<file path="src/common/vtp_pattern_regs.vh">
// What this block does
// Loop-through driver control bit 0: 0 powers the transmit driver up, 1 down.
// Software sets the loop-through powerdown bit before enabling the generator.
// Pattern control bit 0 enables the generator; clear disables it.
// Pattern control bits 7..4 select fixed pattern, reset 1; 0000, 1111 reserved.
// Fixed selector is ignored while auto-scroll is enabled.
// Codes 0001..0101 give solid white, black, red, green, blue; inverted complements.
// Codes 0110..1001 give horizontal ramps from black toward white or primary.
// Codes 1010..1101 give vertical ramps from black toward white or primary.
// Ramp brightness steps spread evenly over the active width or height.
// Code 1110 outputs the custom colour from red, green, blue registers.
// Control bit 3 selects the compliance pattern, overriding the selector.
// Control bit 2 gives colour bars white, yellow, cyan, green, magenta, red, blue, black.
// Control bit 1 reverses four-band order: yellow,cyan,blue,red or blue,cyan,yellow,red.
// Auto-scroll advances to the next pattern after the programmed frame count.
// Invert bit outputs the inverted colour of every selected pattern.
// Compliance pattern beats colour bars; colour bars beat the fixed selector.
// Enabled generator replaces received video; disabled passes video unchanged.
//
// Purpose: register indexes, fields, resets and colours of the test pattern block
// Assumes: byte address on the bus is four times the register index
// Notes: header holds definitions only
`ifndef VTP_PATTERN_REGS_VH
`define VTP_PATTERN_REGS_VH

// Register indexes
`define VTP_IDX_LOOP_CTL3 8'h63
`define VTP_IDX_PAT_CTL 8'h64
`define VTP_IDX_PAT_CFG 8'h65
`define VTP_IDX_CUST_RED 8'h6A
`define VTP_IDX_CUST_GREEN 8'h6B
`define VTP_IDX_CUST_BLUE 8'h6C
`define VTP_IDX_FRAME_TIME 8'h6D
`define VTP_IDX_STATUS 8'h6E

// Reset values
`define VTP_RST_LOOP_CTL3 8'h00
`define VTP_RST_PAT_CTL 8'h10
`define VTP_RST_PAT_CFG 8'h00
`define VTP_RST_CUST 8'h00
`define VTP_RST_FRAME_TIME 8'h3C

// Field positions
`define VTP_BIT_TX_PWDN 0
`define VTP_BIT_GEN_EN 0
`define VTP_BIT_BAND_REV 1
`define VTP_BIT_BARS 2
`define VTP_BIT_COMPLY 3
`define VTP_SEL_HI 7
`define VTP_SEL_LO 4
`define VTP_BIT_ASCRL 0
`define VTP_BIT_INV 1
`define VTP_CFG_RW_MASK 8'h1F

// Selector codes
`define VTP_SEL_FIRST 4'h1
`define VTP_SEL_HRAMP 4'h6
`define VTP_SEL_VRAMP 4'hA
`define VTP_SEL_CUSTOM 4'hE
`define VTP_SEL_LAST 4'hE

// Colours, red in the top byte
`define VTP_WHITE 24'hFFFFFF
`define VTP_YELLOW 24'hFFFF00
`define VTP_CYAN 24'h00FFFF
`define VTP_GREEN 24'h00FF00
`define VTP_MAGENTA 24'hFF00FF
`define VTP_RED 24'hFF0000
`define VTP_BLUE 24'h0000FF
`define VTP_BLACK 24'h000000

// Ramp step count per active region
`define VTP_RAMP_STEPS 18'h00100

`endif

</file>
<file path="src/design/vtp_pattern_ctl.v">
// Purpose: test pattern generator control with AHB-Lite registers and video path
// Assumes: ramp regions of at least 256 pixels or lines; one clock domain
// Notes: pixels carry start-of-frame and end-of-line flags for timing
`include "vtp_pattern_regs.vh"

module vtp_pattern_ctl #(
  parameter H_ACTIVE = 1920,
  parameter V_ACTIVE = 1080
) (
  // Clock and reset
  input wire clk,
  input wire reset_n,
  // AHB-Lite slave
  input wire hsel,
  input wire [31:0] haddr,
  input wire [1:0] htrans,
  input wire hwrite,
  input wire [2:0] hsize,
  input wire [31:0] hwdata,
  input wire hready,
  output wire hreadyout,
  output wire [31:0] hrdata,
  output wire hresp,
  // Received video in
  input wire vidInValid,
  output wire vidInReady,
  input wire [23:0] vidInData,
  input wire vidInSof,
  input wire vidInEol,
  // Video out
  output wire vidOutValid,
  input wire vidOutReady,
  output wire [23:0] vidOutData,
  output wire vidOutSof,
  output wire vidOutEol,
  // Loop-through driver control
  output wire loopTxPowerdown
);
  // Read handshake states
  localparam [1:0] ST_IDLE = 2'b01;
  localparam [1:0] ST_READ = 2'b10;

  reg [7:0] loopCtl_reg;
  reg [7:0] patCtl_reg;
  reg [7:0] patCfg_reg;
  reg [7:0] custRed_reg;
  reg [7:0] custGreen_reg;
  reg [7:0] custBlue_reg;
  reg [7:0] frameTime_reg;
  reg [1:0] state_reg;
  reg wrPend_reg;
  reg [7:0] wrIdx_reg;
  reg [7:0] rdIdx_reg;
  reg [31:0] hrdata_reg;
  reg [11:0] xCnt_reg;
  reg [11:0] yCnt_reg;
  reg [17:0] hAcc_reg;
  reg [17:0] vAcc_reg;
  reg [7:0] hLev_reg;
  reg [7:0] vLev_reg;
  reg [3:0] scrollSel_reg;
  reg [7:0] frameCnt_reg;
  reg [7:0] readValue;
  reg [23:0] pixel;
  reg [23:0] basePixel;
  reg [11:0] xBase;
  reg [11:0] yBase;
  reg [17:0] hAccBase;
  reg [17:0] vAccBase;
  reg [7:0] hLevBase;
  reg [7:0] vLevBase;
  reg [11:0] xCnt_next;
  reg [11:0] yCnt_next;
  reg [17:0] hAcc_next;
  reg [17:0] vAcc_next;
  reg [7:0] hLev_next;
  reg [7:0] vLev_next;
  reg [17:0] hSum;
  reg [17:0] vSum;
  wire addrPhase;
  wire genEnable;
  wire autoScroll;
  wire invert;
  wire [3:0] activeSel;
  wire pixTaken;
  wire bufInReady;
  wire [25:0] bufInData;
  wire [25:0] bufOutData;
  wire [3:0] hRampIdx;
  wire [3:0] vRampIdx;

  // Region sizes cut to the accumulator width on purpose
  localparam [31:0] H_ACT_FULL = H_ACTIVE;
  localparam [31:0] V_ACT_FULL = V_ACTIVE;
  localparam [17:0] H_ACT = H_ACT_FULL[17:0];
  localparam [17:0] V_ACT = V_ACT_FULL[17:0];

  // Colour of a bar by index, used by the colour bars only; bands pick colours directly
  function [23:0] barColor;
    input [2:0] idx;
    begin
      case (idx)
        3'h0: barColor = `VTP_WHITE;
        3'h1: barColor = `VTP_YELLOW;
        3'h2: barColor = `VTP_CYAN;
        3'h3: barColor = `VTP_GREEN;
        3'h4: barColor = `VTP_MAGENTA;
        3'h5: barColor = `VTP_RED;
        3'h6: barColor = `VTP_BLUE;
        default: barColor = `VTP_BLACK;
      endcase
    end
  endfunction

  // Ramp colour toward white or a primary
  function [23:0] rampColor;
    input [1:0] tint;
    input [7:0] lev;
    begin
      case (tint)
        2'h0: rampColor = {lev, lev, lev};
        2'h1: rampColor = {lev, 8'h00, 8'h00};
        2'h2: rampColor = {8'h00, lev, 8'h00};
        default: rampColor = {8'h00, 8'h00, lev};
      endcase
    end
  endfunction

  // Control fields
  assign loopTxPowerdown = loopCtl_reg[`VTP_BIT_TX_PWDN];
  assign genEnable = patCtl_reg[`VTP_BIT_GEN_EN];
  assign autoScroll = patCfg_reg[`VTP_BIT_ASCRL];
  assign invert = patCfg_reg[`VTP_BIT_INV];
  assign activeSel = autoScroll ? scrollSel_reg : patCtl_reg[`VTP_SEL_HI:`VTP_SEL_LO];
  // Ramp tint index from the first code of each ramp group
  assign hRampIdx = activeSel - `VTP_SEL_HRAMP;
  assign vRampIdx = activeSel - `VTP_SEL_VRAMP;

  // Bus answers: reads wait one cycle, writes none
  assign addrPhase = hsel & htrans[1] & hready;
  assign hreadyout = (state_reg != ST_READ);
  assign hrdata = hrdata_reg;
  assign hresp = 1'b0;

  // Read mux
  always @* begin
    case (rdIdx_reg)
      `VTP_IDX_LOOP_CTL3: readValue = loopCtl_reg;
      `VTP_IDX_PAT_CTL: readValue = patCtl_reg;
      `VTP_IDX_PAT_CFG: readValue = patCfg_reg;
      `VTP_IDX_CUST_RED: readValue = custRed_reg;
      `VTP_IDX_CUST_GREEN: readValue = custGreen_reg;
      `VTP_IDX_CUST_BLUE: readValue = custBlue_reg;
      `VTP_IDX_FRAME_TIME: readValue = frameTime_reg;
      `VTP_IDX_STATUS: readValue = {3'h0, genEnable, activeSel};
      default: readValue = 8'h00;
    endcase
  end

  // Bus state, address capture and read data
  always @(posedge clk or negedge reset_n) begin
    if (!reset_n) begin
      state_reg <= ST_IDLE;
      wrPend_reg <= 1'b0;
      wrIdx_reg <= 8'h00;
      rdIdx_reg <= 8'h00;
      hrdata_reg <= 32'h00000000;
    end else begin
      case (state_reg)
        ST_IDLE: begin
          wrPend_reg <= addrPhase & hwrite;
          if (addrPhase) begin
            wrIdx_reg <= haddr[9:2];
            rdIdx_reg <= haddr[9:2];
            if (!hwrite) begin
              state_reg <= ST_READ;
            end
          end
        end
        ST_READ: begin
          wrPend_reg <= 1'b0;
          hrdata_reg <= {24'h000000, readValue};
          state_reg <= ST_IDLE;
        end
        default: begin
          wrPend_reg <= 1'b0;
          state_reg <= ST_IDLE;
        end
      endcase
    end
  end

  // Register writes in the data phase
  always @(posedge clk or negedge reset_n) begin
    if (!reset_n) begin
      loopCtl_reg <= `VTP_RST_LOOP_CTL3;
      patCtl_reg <= `VTP_RST_PAT_CTL;
      patCfg_reg <= `VTP_RST_PAT_CFG;
      custRed_reg <= `VTP_RST_CUST;
      custGreen_reg <= `VTP_RST_CUST;
      custBlue_reg <= `VTP_RST_CUST;
      frameTime_reg <= `VTP_RST_FRAME_TIME;
    end else if (wrPend_reg) begin
      case (wrIdx_reg)
        `VTP_IDX_LOOP_CTL3: loopCtl_reg <= hwdata[7:0];
        `VTP_IDX_PAT_CTL: patCtl_reg <= hwdata[7:0];
        `VTP_IDX_PAT_CFG: patCfg_reg <= hwdata[7:0] & `VTP_CFG_RW_MASK;
        `VTP_IDX_CUST_RED: custRed_reg <= hwdata[7:0];
        `VTP_IDX_CUST_GREEN: custGreen_reg <= hwdata[7:0];
        `VTP_IDX_CUST_BLUE: custBlue_reg <= hwdata[7:0];
        `VTP_IDX_FRAME_TIME: frameTime_reg <= hwdata[7:0];
        default: frameTime_reg <= frameTime_reg;
      endcase
    end
  end

  // Video handshake through the buffer
  assign vidInReady = bufInReady;
  assign pixTaken = vidInValid & bufInReady;

  // Position of the current pixel; start of frame restarts all
  always @* begin
    xBase = vidInSof ? 12'h000 : xCnt_reg;
    yBase = vidInSof ? 12'h000 : yCnt_reg;
    hAccBase = vidInSof ? 18'h00000 : hAcc_reg;
    vAccBase = vidInSof ? 18'h00000 : vAcc_reg;
    hLevBase = vidInSof ? 8'h00 : hLev_reg;
    vLevBase = vidInSof ? 8'h00 : vLev_reg;
    hSum = hAccBase + `VTP_RAMP_STEPS;
    vSum = vAccBase + `VTP_RAMP_STEPS;
    xCnt_next = xBase + 12'h001;
    yCnt_next = yBase;
    hAcc_next = hSum;
    vAcc_next = vAccBase;
    hLev_next = hLevBase;
    vLev_next = vLevBase;
    // Even steps: one level each time the accumulator passes the region size
    if (hSum >= H_ACT) begin
      hAcc_next = hSum - H_ACT;
      hLev_next = (hLevBase == 8'hFF) ? hLevBase : hLevBase + 8'h01;
    end
    if (vidInEol) begin
      xCnt_next = 12'h000;
      hAcc_next = 18'h00000;
      hLev_next = 8'h00;
      yCnt_next = yBase + 12'h001;
      vAcc_next = vSum;
      if (vSum >= V_ACT) begin
        vAcc_next = vSum - V_ACT;
        vLev_next = (vLevBase == 8'hFF) ? vLevBase : vLevBase + 8'h01;
      end
    end
  end

  // Position counters
  always @(posedge clk or negedge reset_n) begin
    if (!reset_n) begin
      xCnt_reg <= 12'h000;
      yCnt_reg <= 12'h000;
      hAcc_reg <= 18'h00000;
      vAcc_reg <= 18'h00000;
      hLev_reg <= 8'h00;
      vLev_reg <= 8'h00;
    end else if (pixTaken) begin
      xCnt_reg <= xCnt_next;
      yCnt_reg <= yCnt_next;
      hAcc_reg <= hAcc_next;
      vAcc_reg <= vAcc_next;
      hLev_reg <= hLev_next;
      vLev_reg <= vLev_next;
    end
  end

  // Auto-scroll: count frames, then step to the next valid code
  always @(posedge clk or negedge reset_n) begin
    if (!reset_n) begin
      scrollSel_reg <= `VTP_SEL_FIRST;
      frameCnt_reg <= 8'h00;
    end else if (!autoScroll) begin
      scrollSel_reg <= patCtl_reg[`VTP_SEL_HI:`VTP_SEL_LO];
      frameCnt_reg <= 8'h00;
    end else if (pixTaken && vidInSof) begin
      if (frameCnt_reg + 8'h01 >= frameTime_reg) begin
        frameCnt_reg <= 8'h00;
        if (scrollSel_reg >= `VTP_SEL_LAST || scrollSel_reg < `VTP_SEL_FIRST) begin
          scrollSel_reg <= `VTP_SEL_FIRST;
        end else begin
          scrollSel_reg <= scrollSel_reg + 4'h1;
        end
      end else begin
        frameCnt_reg <= frameCnt_reg + 8'h01;
      end
    end
  end

  // Pattern choice in priority order, then inversion
  always @* begin
    if (patCtl_reg[`VTP_BIT_COMPLY]) begin
      // Pixel checkerboard for the compliance pattern
      basePixel = (xBase[0] ^ yBase[0]) ? `VTP_WHITE : `VTP_BLACK;
    end else if (patCtl_reg[`VTP_BIT_BARS]) begin
      basePixel = barColor(hLevBase[7:5]);
    end else begin
      case (activeSel)
        4'h1: basePixel = `VTP_WHITE;
        4'h2: basePixel = `VTP_BLACK;
        4'h3: basePixel = `VTP_RED;
        4'h4: basePixel = `VTP_GREEN;
        4'h5: basePixel = `VTP_BLUE;
        4'h6, 4'h7, 4'h8, 4'h9: begin
          basePixel = rampColor(hRampIdx[1:0], hLevBase);
        end
        4'hA, 4'hB, 4'hC, 4'hD: begin
          basePixel = rampColor(vRampIdx[1:0], vLevBase);
        end
        `VTP_SEL_CUSTOM: basePixel = {custRed_reg, custGreen_reg, custBlue_reg};
        default: begin
          // Reserved codes: four bands in place of an undefined pattern
          case (hLevBase[7:6])
            2'h0: basePixel = patCtl_reg[`VTP_BIT_BAND_REV] ? `VTP_BLUE : `VTP_YELLOW;
            2'h1: basePixel = `VTP_CYAN;
            2'h2: basePixel = patCtl_reg[`VTP_BIT_BAND_REV] ? `VTP_YELLOW : `VTP_BLUE;
            default: basePixel = `VTP_RED;
          endcase
        end
      endcase
    end
    // Inversion then substitution of received video
    if (genEnable) begin
      pixel = invert ? ~basePixel : basePixel;
    end else begin
      pixel = vidInData;
    end
  end

  assign bufInData = {vidInSof, vidInEol, pixel};

  // Two-entry buffer toward the video output
  vtp_skid_buffer #(
    .WIDTH(26)
  ) outBuf (
    .clk(clk),
    .reset_n(reset_n),
    .inValid(vidInValid),
    .inReady(bufInReady),
    .inData(bufInData),
    .outValid(vidOutValid),
    .outReady(vidOutReady),
    .outData(bufOutData)
  );

  assign vidOutSof = bufOutData[25];
  assign vidOutEol = bufOutData[24];
  assign vidOutData = bufOutData[23:0];
endmodule // vtp_pattern_ctl

</file>
<file path="src/design/vtp_skid_buffer.v">
// Purpose: two-entry buffer with valid and ready on both sides
// Assumes: single clock, asynchronous active-low reset
// Notes: data outputs come from the storage flip-flops
module vtp_skid_buffer #(
  parameter WIDTH = 26
) (
  // Clock and reset
  input wire clk,
  input wire reset_n,
  // Filling side
  input wire inValid,
  output wire inReady,
  input wire [WIDTH-1:0] inData,
  // Draining side
  output wire outValid,
  input wire outReady,
  output wire [WIDTH-1:0] outData
);
  reg [WIDTH-1:0] mem0_reg;
  reg [WIDTH-1:0] mem1_reg;
  reg wrPtr_reg;
  reg rdPtr_reg;
  reg [1:0] count_reg;
  wire doPush;
  wire doPop;

  // Honest full and empty
  assign inReady = (count_reg != 2'h2);
  assign outValid = (count_reg != 2'h0);
  assign outData = rdPtr_reg ? mem1_reg : mem0_reg;
  assign doPush = inValid & inReady;
  assign doPop = outValid & outReady;

  // Storage and pointers
  always @(posedge clk or negedge reset_n) begin
    if (!reset_n) begin
      mem0_reg <= {WIDTH{1'b0}};
      mem1_reg <= {WIDTH{1'b0}};
      wrPtr_reg <= 1'b0;
      rdPtr_reg <= 1'b0;
      count_reg <= 2'h0;
    end else begin
      if (doPush) begin
        if (wrPtr_reg) begin
          mem1_reg <= inData;
        end else begin
          mem0_reg <= inData;
        end
        wrPtr_reg <= ~wrPtr_reg;
      end
      if (doPop) begin
        rdPtr_reg <= ~rdPtr_reg;
      end
      if (doPush && !doPop) begin
        count_reg <= count_reg + 2'h1;
      end else if (doPop && !doPush) begin
        count_reg <= count_reg - 2'h1;
      end
    end
  end
endmodule // vtp_skid_buffer

</file>
<file path="config.mk">
export PLATFORM = sky130hd
export DESIGN_NAME = vtp_pattern_ctl
export DESIGN_NICKNAME = d
export VERILOG_FILES = /design/src/design/vtp_pattern_ctl.v /design/src/design/vtp_skid_buffer.v
export VERILOG_INCLUDE_DIRS = /design/src /design/src/common
export SDC_FILE = /design/constraint.sdc
export NUM_CORES = 1
export LEC_CHECK = 0
export BUFFER_PORTS_ARGS = -buffer_cell sky130_fd_sc_hd__buf_2
export CORE_ASPECT_RATIO = 0.6
export CORE_MARGIN = 3
export CORE_UTILIZATION = 40
export CTS_CLUSTER_SIZE = 16
export DETAILED_ROUTE_END_ITERATION = 10
export PLACE_DENSITY_LB_ADDON = 0.08
export SLEW_MARGIN = 5
export SYNTH_ARGS = -nofsm -noshare
export SYNTH_HDL_FRONTEND = slang
export SYNTH_SLANG_ARGS = --single-unit
</file>
<file path="constraint.sdc">
create_clock -name clk -period 7.7 [get_ports clk]
set_clock_uncertainty 0.1 [all_clocks]
set_input_delay 1.54 -clock clk [delete_from_list [all_inputs] [get_ports clk]]
set_output_delay 1.54 -clock clk [all_outputs]
set_load 0.02 [all_outputs]
</file>
==> impl_results.rst <==
.. list-table::
   :header-rows: 1

   * - Metric
     - Value
   * - Mean instance size in the synthesized netlist
     - 9.06 um2
   * - Global placement routability congestion
     - 0.924
   * - Vias per cell
     - 5.63
   * - Maximum capacitance violations
     - 0
   * - Count of final setup violators
     - 0
   * - Max H-tree Level
     - 4
   * - Post-detailed-placement half-perimeter wirelength
     - 24.2 mm
   * - Type of element capturing the critical path
     - register
   * - Number of buffers on the longest clock path
     - 2
   * - Via count of the first global-routing pass
     - 9287
   * - Remaining global-route overflow
     - 0
   * - Number of pins exceeding their max-slew limit in the final report
     - 0
   * - Sort of element at the start of the critical path
     - primary input
   * - Growth of design area from synthesis to finish
     - 9.76%
   * - Relative slew slack
     - 21.5%
   * - Synth cell types
     - 85
   * - Die extent in y
     - 140 um
   * - Worst-path cell with the longest stage delay
     - sky130_fd_sc_hd__nor2_1
   * - Routed wire length per instance
     - 19.4 um
   * - Via Count
     - 9908
   * - Starting DRC count in detailed routing
     - 915
   * - CTS Root Buffer Type
     - sky130_fd_sc_hd__clkbuf_16
   * - Area of the core
     - 29100 um2
   * - Global router's overall resource usage
     - 21.7%
   * - IO Port Bufs
     - 87
   * - Die Span X
     - 229 um
   * - Source of the worst register-to-register timing path
     - outBuf.count_reg[0]
   * - Worst Reg-to-Reg Cells
     - 8
   * - Kind of critical path
     - primary input to register
   * - Sequential share of the synthesized area
     - 38.6%
   * - WL final
     - 34.0 mm
   * - Clock Sink Count
     - 184
   * - Fraction of final layout cells sized beyond drive strength 1
     - 18.8%
   * - Number of synthesized flops with an enable pin
     - 0
   * - Clock-pin slew of the registers on the worst-case setup and hold paths
     - 0.08 ns
   * - Status
     - finished clean
   * - Type of the tightest min-delay check
     - register to register
   * - Filler cell count
     - 2960
   * - Later-pin clock latency in the skew report
     - 0.47 ns
   * - Nets
     - 1467
   * - Total DRC errors in the routed layout
     - 0
   * - Pre-CTS worst setup slack
     - 2.36 ns
   * - #FFs+latches synth
     - 184
   * - Clock tree from TritonCTS
     - done
   * - Initial DRT Pass Iterations
     - 8
   * - Capture point of the worst path
     - outBuf.mem1_reg[10]
   * - Cells after synthesis
     - 1319
   * - DRT antenna net count
     - 0
   * - Number of primary I/O pins
     - 165
   * - Worst-case vdd ir drop
     - 0.000151 V
   * - Final core utilization
     - 45.1%
   * - Critical path depth in cells
     - 8
   * - Hold violation count in the final report
     - 0
   * - Worst setup path startpoint
     - vidInValid
   * - ANT cells
     - 0
   * - Peak clock frequency supported by timing
     - 0.207 GHz
   * - Sequential cell area
     - 4610 um2
   * - Fraction of registers with async set or reset after synthesis
     - 100%
   * - Endpoint of the most critical register-to-register path
     - outBuf.mem1_reg[10]
   * - Critical path's most frequent cell
     - sky130_fd_sc_hd__nand2_1
   * - Number of antenna violations at the first check in global routing
     - 1
   * - Setup slack after layout
     - 2.88 ns
   * - Die area
     - 32100 um2
   * - Buffer count from post-CTS setup fixing
     - 0
   * - Warning count from the yosys run
     - 0
   * - Synth Flop Type
     - sky130_fd_sc_hd__dfrtp_1
   * - Static leakage
     - 5.59 nW
   * - Critical path arrival
     - 5.09 ns
   * - Count of standard-cell rows
     - 48
   * - Multi-input gate area
     - 6770 um2
   * - TritonCTS Buffers
     - 17
   * - Initial core utilization
     - 41.1%
   * - Netlist area before placement
     - 12000 um2
   * - Chain of cells forming the critical path
     - buf_2 > nand2_1 > buf_4 > inv_1 > nand2_1 > nor2_1 > nand2_1 > o2111ai_1
   * - Worst path max stage delay
     - 1.08 ns
   * - Minimum period implied by the final worst setup slack
     - 4.82 ns
   * - Reg-to-reg setup timing slack
     - 3.45 ns
   * - Crit share post-route
     - 62.7%
   * - Hold bufs inserted after CTS
     - 0
   * - Post_cts resized
     - 0
   * - Data required, critical path
     - 7.97 ns
   * - Crit path max-delay family
     - simple AND/OR/NAND/NOR gates
   * - Power density normalized to cell area
     - 296 nW/um2
   * - CP Buf/Inv Count
     - 3
   * - Actual transition at the worst max-transition pin
     - 1.17 ns
   * - Setup total negative slack
     - 0 ns
   * - Maximum number of pins on one net before global-route repair
     - 137
   * - Wire length of the first global-routing pass
     - 55.0 mm
   * - Unrepaired setup endpoints after global routing
     - false
   * - Maximum fanout along the worst path
     - 29
[stage by stage]
step                      instance area (um2)  instances  power [W]  hold WS [ns]
after floorplan                         12000       1343    0.00257         0.341
after global placement                  12500       1727    0.00298         0.357
after detailed placement                12500       1727    0.00299         0.363
after CTS                               13100       1759    0.00391         0.382
after global routing                    13100       1759    0.00416         0.412
final                                   13100       1759    0.00388         0.375
[synth_stat cells (all sizes together) (17+ instances only)]
| cell | count | area share (%) |
|---|---|---|
| inv | 27 | 0.85 |
| nor2b | 26 | 1.4 |
| dfrtp | 177 | 37 |
| nor3 | 17 | 0.71 |
| mux2 | 91 | 8.6 |
| ha | 19 | 2.0 |
| xnor2 | 20 | 1.5 |
| nand2 | 187 | 5.9 |
| nor2 | 80 | 2.5 |
| a31oi | 25 | 1.4 |
| a21oi | 53 | 2.3 |
| xor2 | 23 | 1.7 |
| mux2i | 51 | 4.6 |
| clkbuf | 66 | 2.1 |
| o21ai | 109 | 4.6 |
| nand3 | 61 | 2.6 |
| a22o | 18 | 1.3 |
| nand2b | 31 | 1.6 |
| buf | 48 | 2.7 |
[cells by family after synthesis]
family / share of synthesized area [%]
other: 0.0314
flip-flops: 38.6
multiplexers: 14.1
buffers and inverters: 5.58
XOR/XNOR: 3.21
AO/OA/AOI/OAI: 17.8
adder cells (fa/ha/maj): 1.99
AND/OR/NAND/NOR: 18.7
[worst min path at each step]
stage / from / end / cells past startpoint
after floorplan: outBuf.mem1_reg[24] / outBuf.mem1_reg[24] / 2
after global placement: outBuf.mem0_reg[24] / outBuf.mem0_reg[24] / 2
after detailed placement: outBuf.mem1_reg[24] / outBuf.mem1_reg[24] / 2
after CTS: outBuf.mem1_reg[24] / outBuf.mem1_reg[24] / 2
after global routing: outBuf.mem1_reg[24] / outBuf.mem1_reg[24] / 2
final: outBuf.mem1_reg[24] / outBuf.mem1_reg[24] / 2
[layer usage]
metal | GRT usage, % | wire [um] | vias to the layer above
met5 | 0 | 0 | -
met4 | 4.58 | 407 | 0
met3 | 4.70 | 2150 | 25
met2 | 27.7 | 12900 | 257
met1 | 36.0 | 18600 | 4841
li1 | - | - | 4785
[area by class of cell]
class,count,share of cell area [%]
Clock inverter,15,1.33
Tap cell,400,3.81
Sequential cell,184,35.2
Timing Repair Buffer,98,4.11
Clock buffer,17,3.24
Multi-Input combinational cell,1018,51.6
Inverter,27,0.772
[worst reg2reg max path, stage by stage, from the launching register on]
cell                        delay (ns)
sky130_fd_sc_hd__dfrtp_1          0.41
sky130_fd_sc_hd__nand2b_1         0.16
sky130_fd_sc_hd__nand2_1          0.07
sky130_fd_sc_hd__buf_4            0.24
sky130_fd_sc_hd__inv_1            0.47
sky130_fd_sc_hd__nand2_1          0.60
sky130_fd_sc_hd__nor2_1           1.09
sky130_fd_sc_hd__nand2_1          0.77
sky130_fd_sc_hd__o2111ai_1        0.26
[cells in the final DEF (no fill, tap or decap), types with 17 or more instances in the layout]
cell type	synthesis	layout
sky130_fd_sc_hd__nand2_1	187	187
sky130_fd_sc_hd__dfrtp_1	177	177
sky130_fd_sc_hd__o21ai_0	102	102
sky130_fd_sc_hd__mux2_2	89	89
sky130_fd_sc_hd__buf_2	14	86
sky130_fd_sc_hd__nor2_1	79	78
sky130_fd_sc_hd__nand3_1	60	60
sky130_fd_sc_hd__a21oi_1	52	52
sky130_fd_sc_hd__mux2i_1	48	48
sky130_fd_sc_hd__nand2b_1	31	31
sky130_fd_sc_hd__inv_1	27	27
sky130_fd_sc_hd__nor2b_1	26	26
sky130_fd_sc_hd__conb_1	1	25
sky130_fd_sc_hd__xor2_1	23	23
sky130_fd_sc_hd__a31oi_1	23	23
sky130_fd_sc_hd__xnor2_1	19	19
sky130_fd_sc_hd__ha_1	19	19
sky130_fd_sc_hd__a22o_1	18	18
sky130_fd_sc_hd__nor3_1	17	17
sky130_fd_sc_hd__clkbuf_16	0	17
[power breakdown]
part / switching [W] / internal [W]
clock: 0.000454 / 0.000439
sequential: 0.000242 / 0.00121
combinational: 0.000933 / 0.000604
total: 0.00163 / 0.00225
Power figures use the tool's default switching activity.
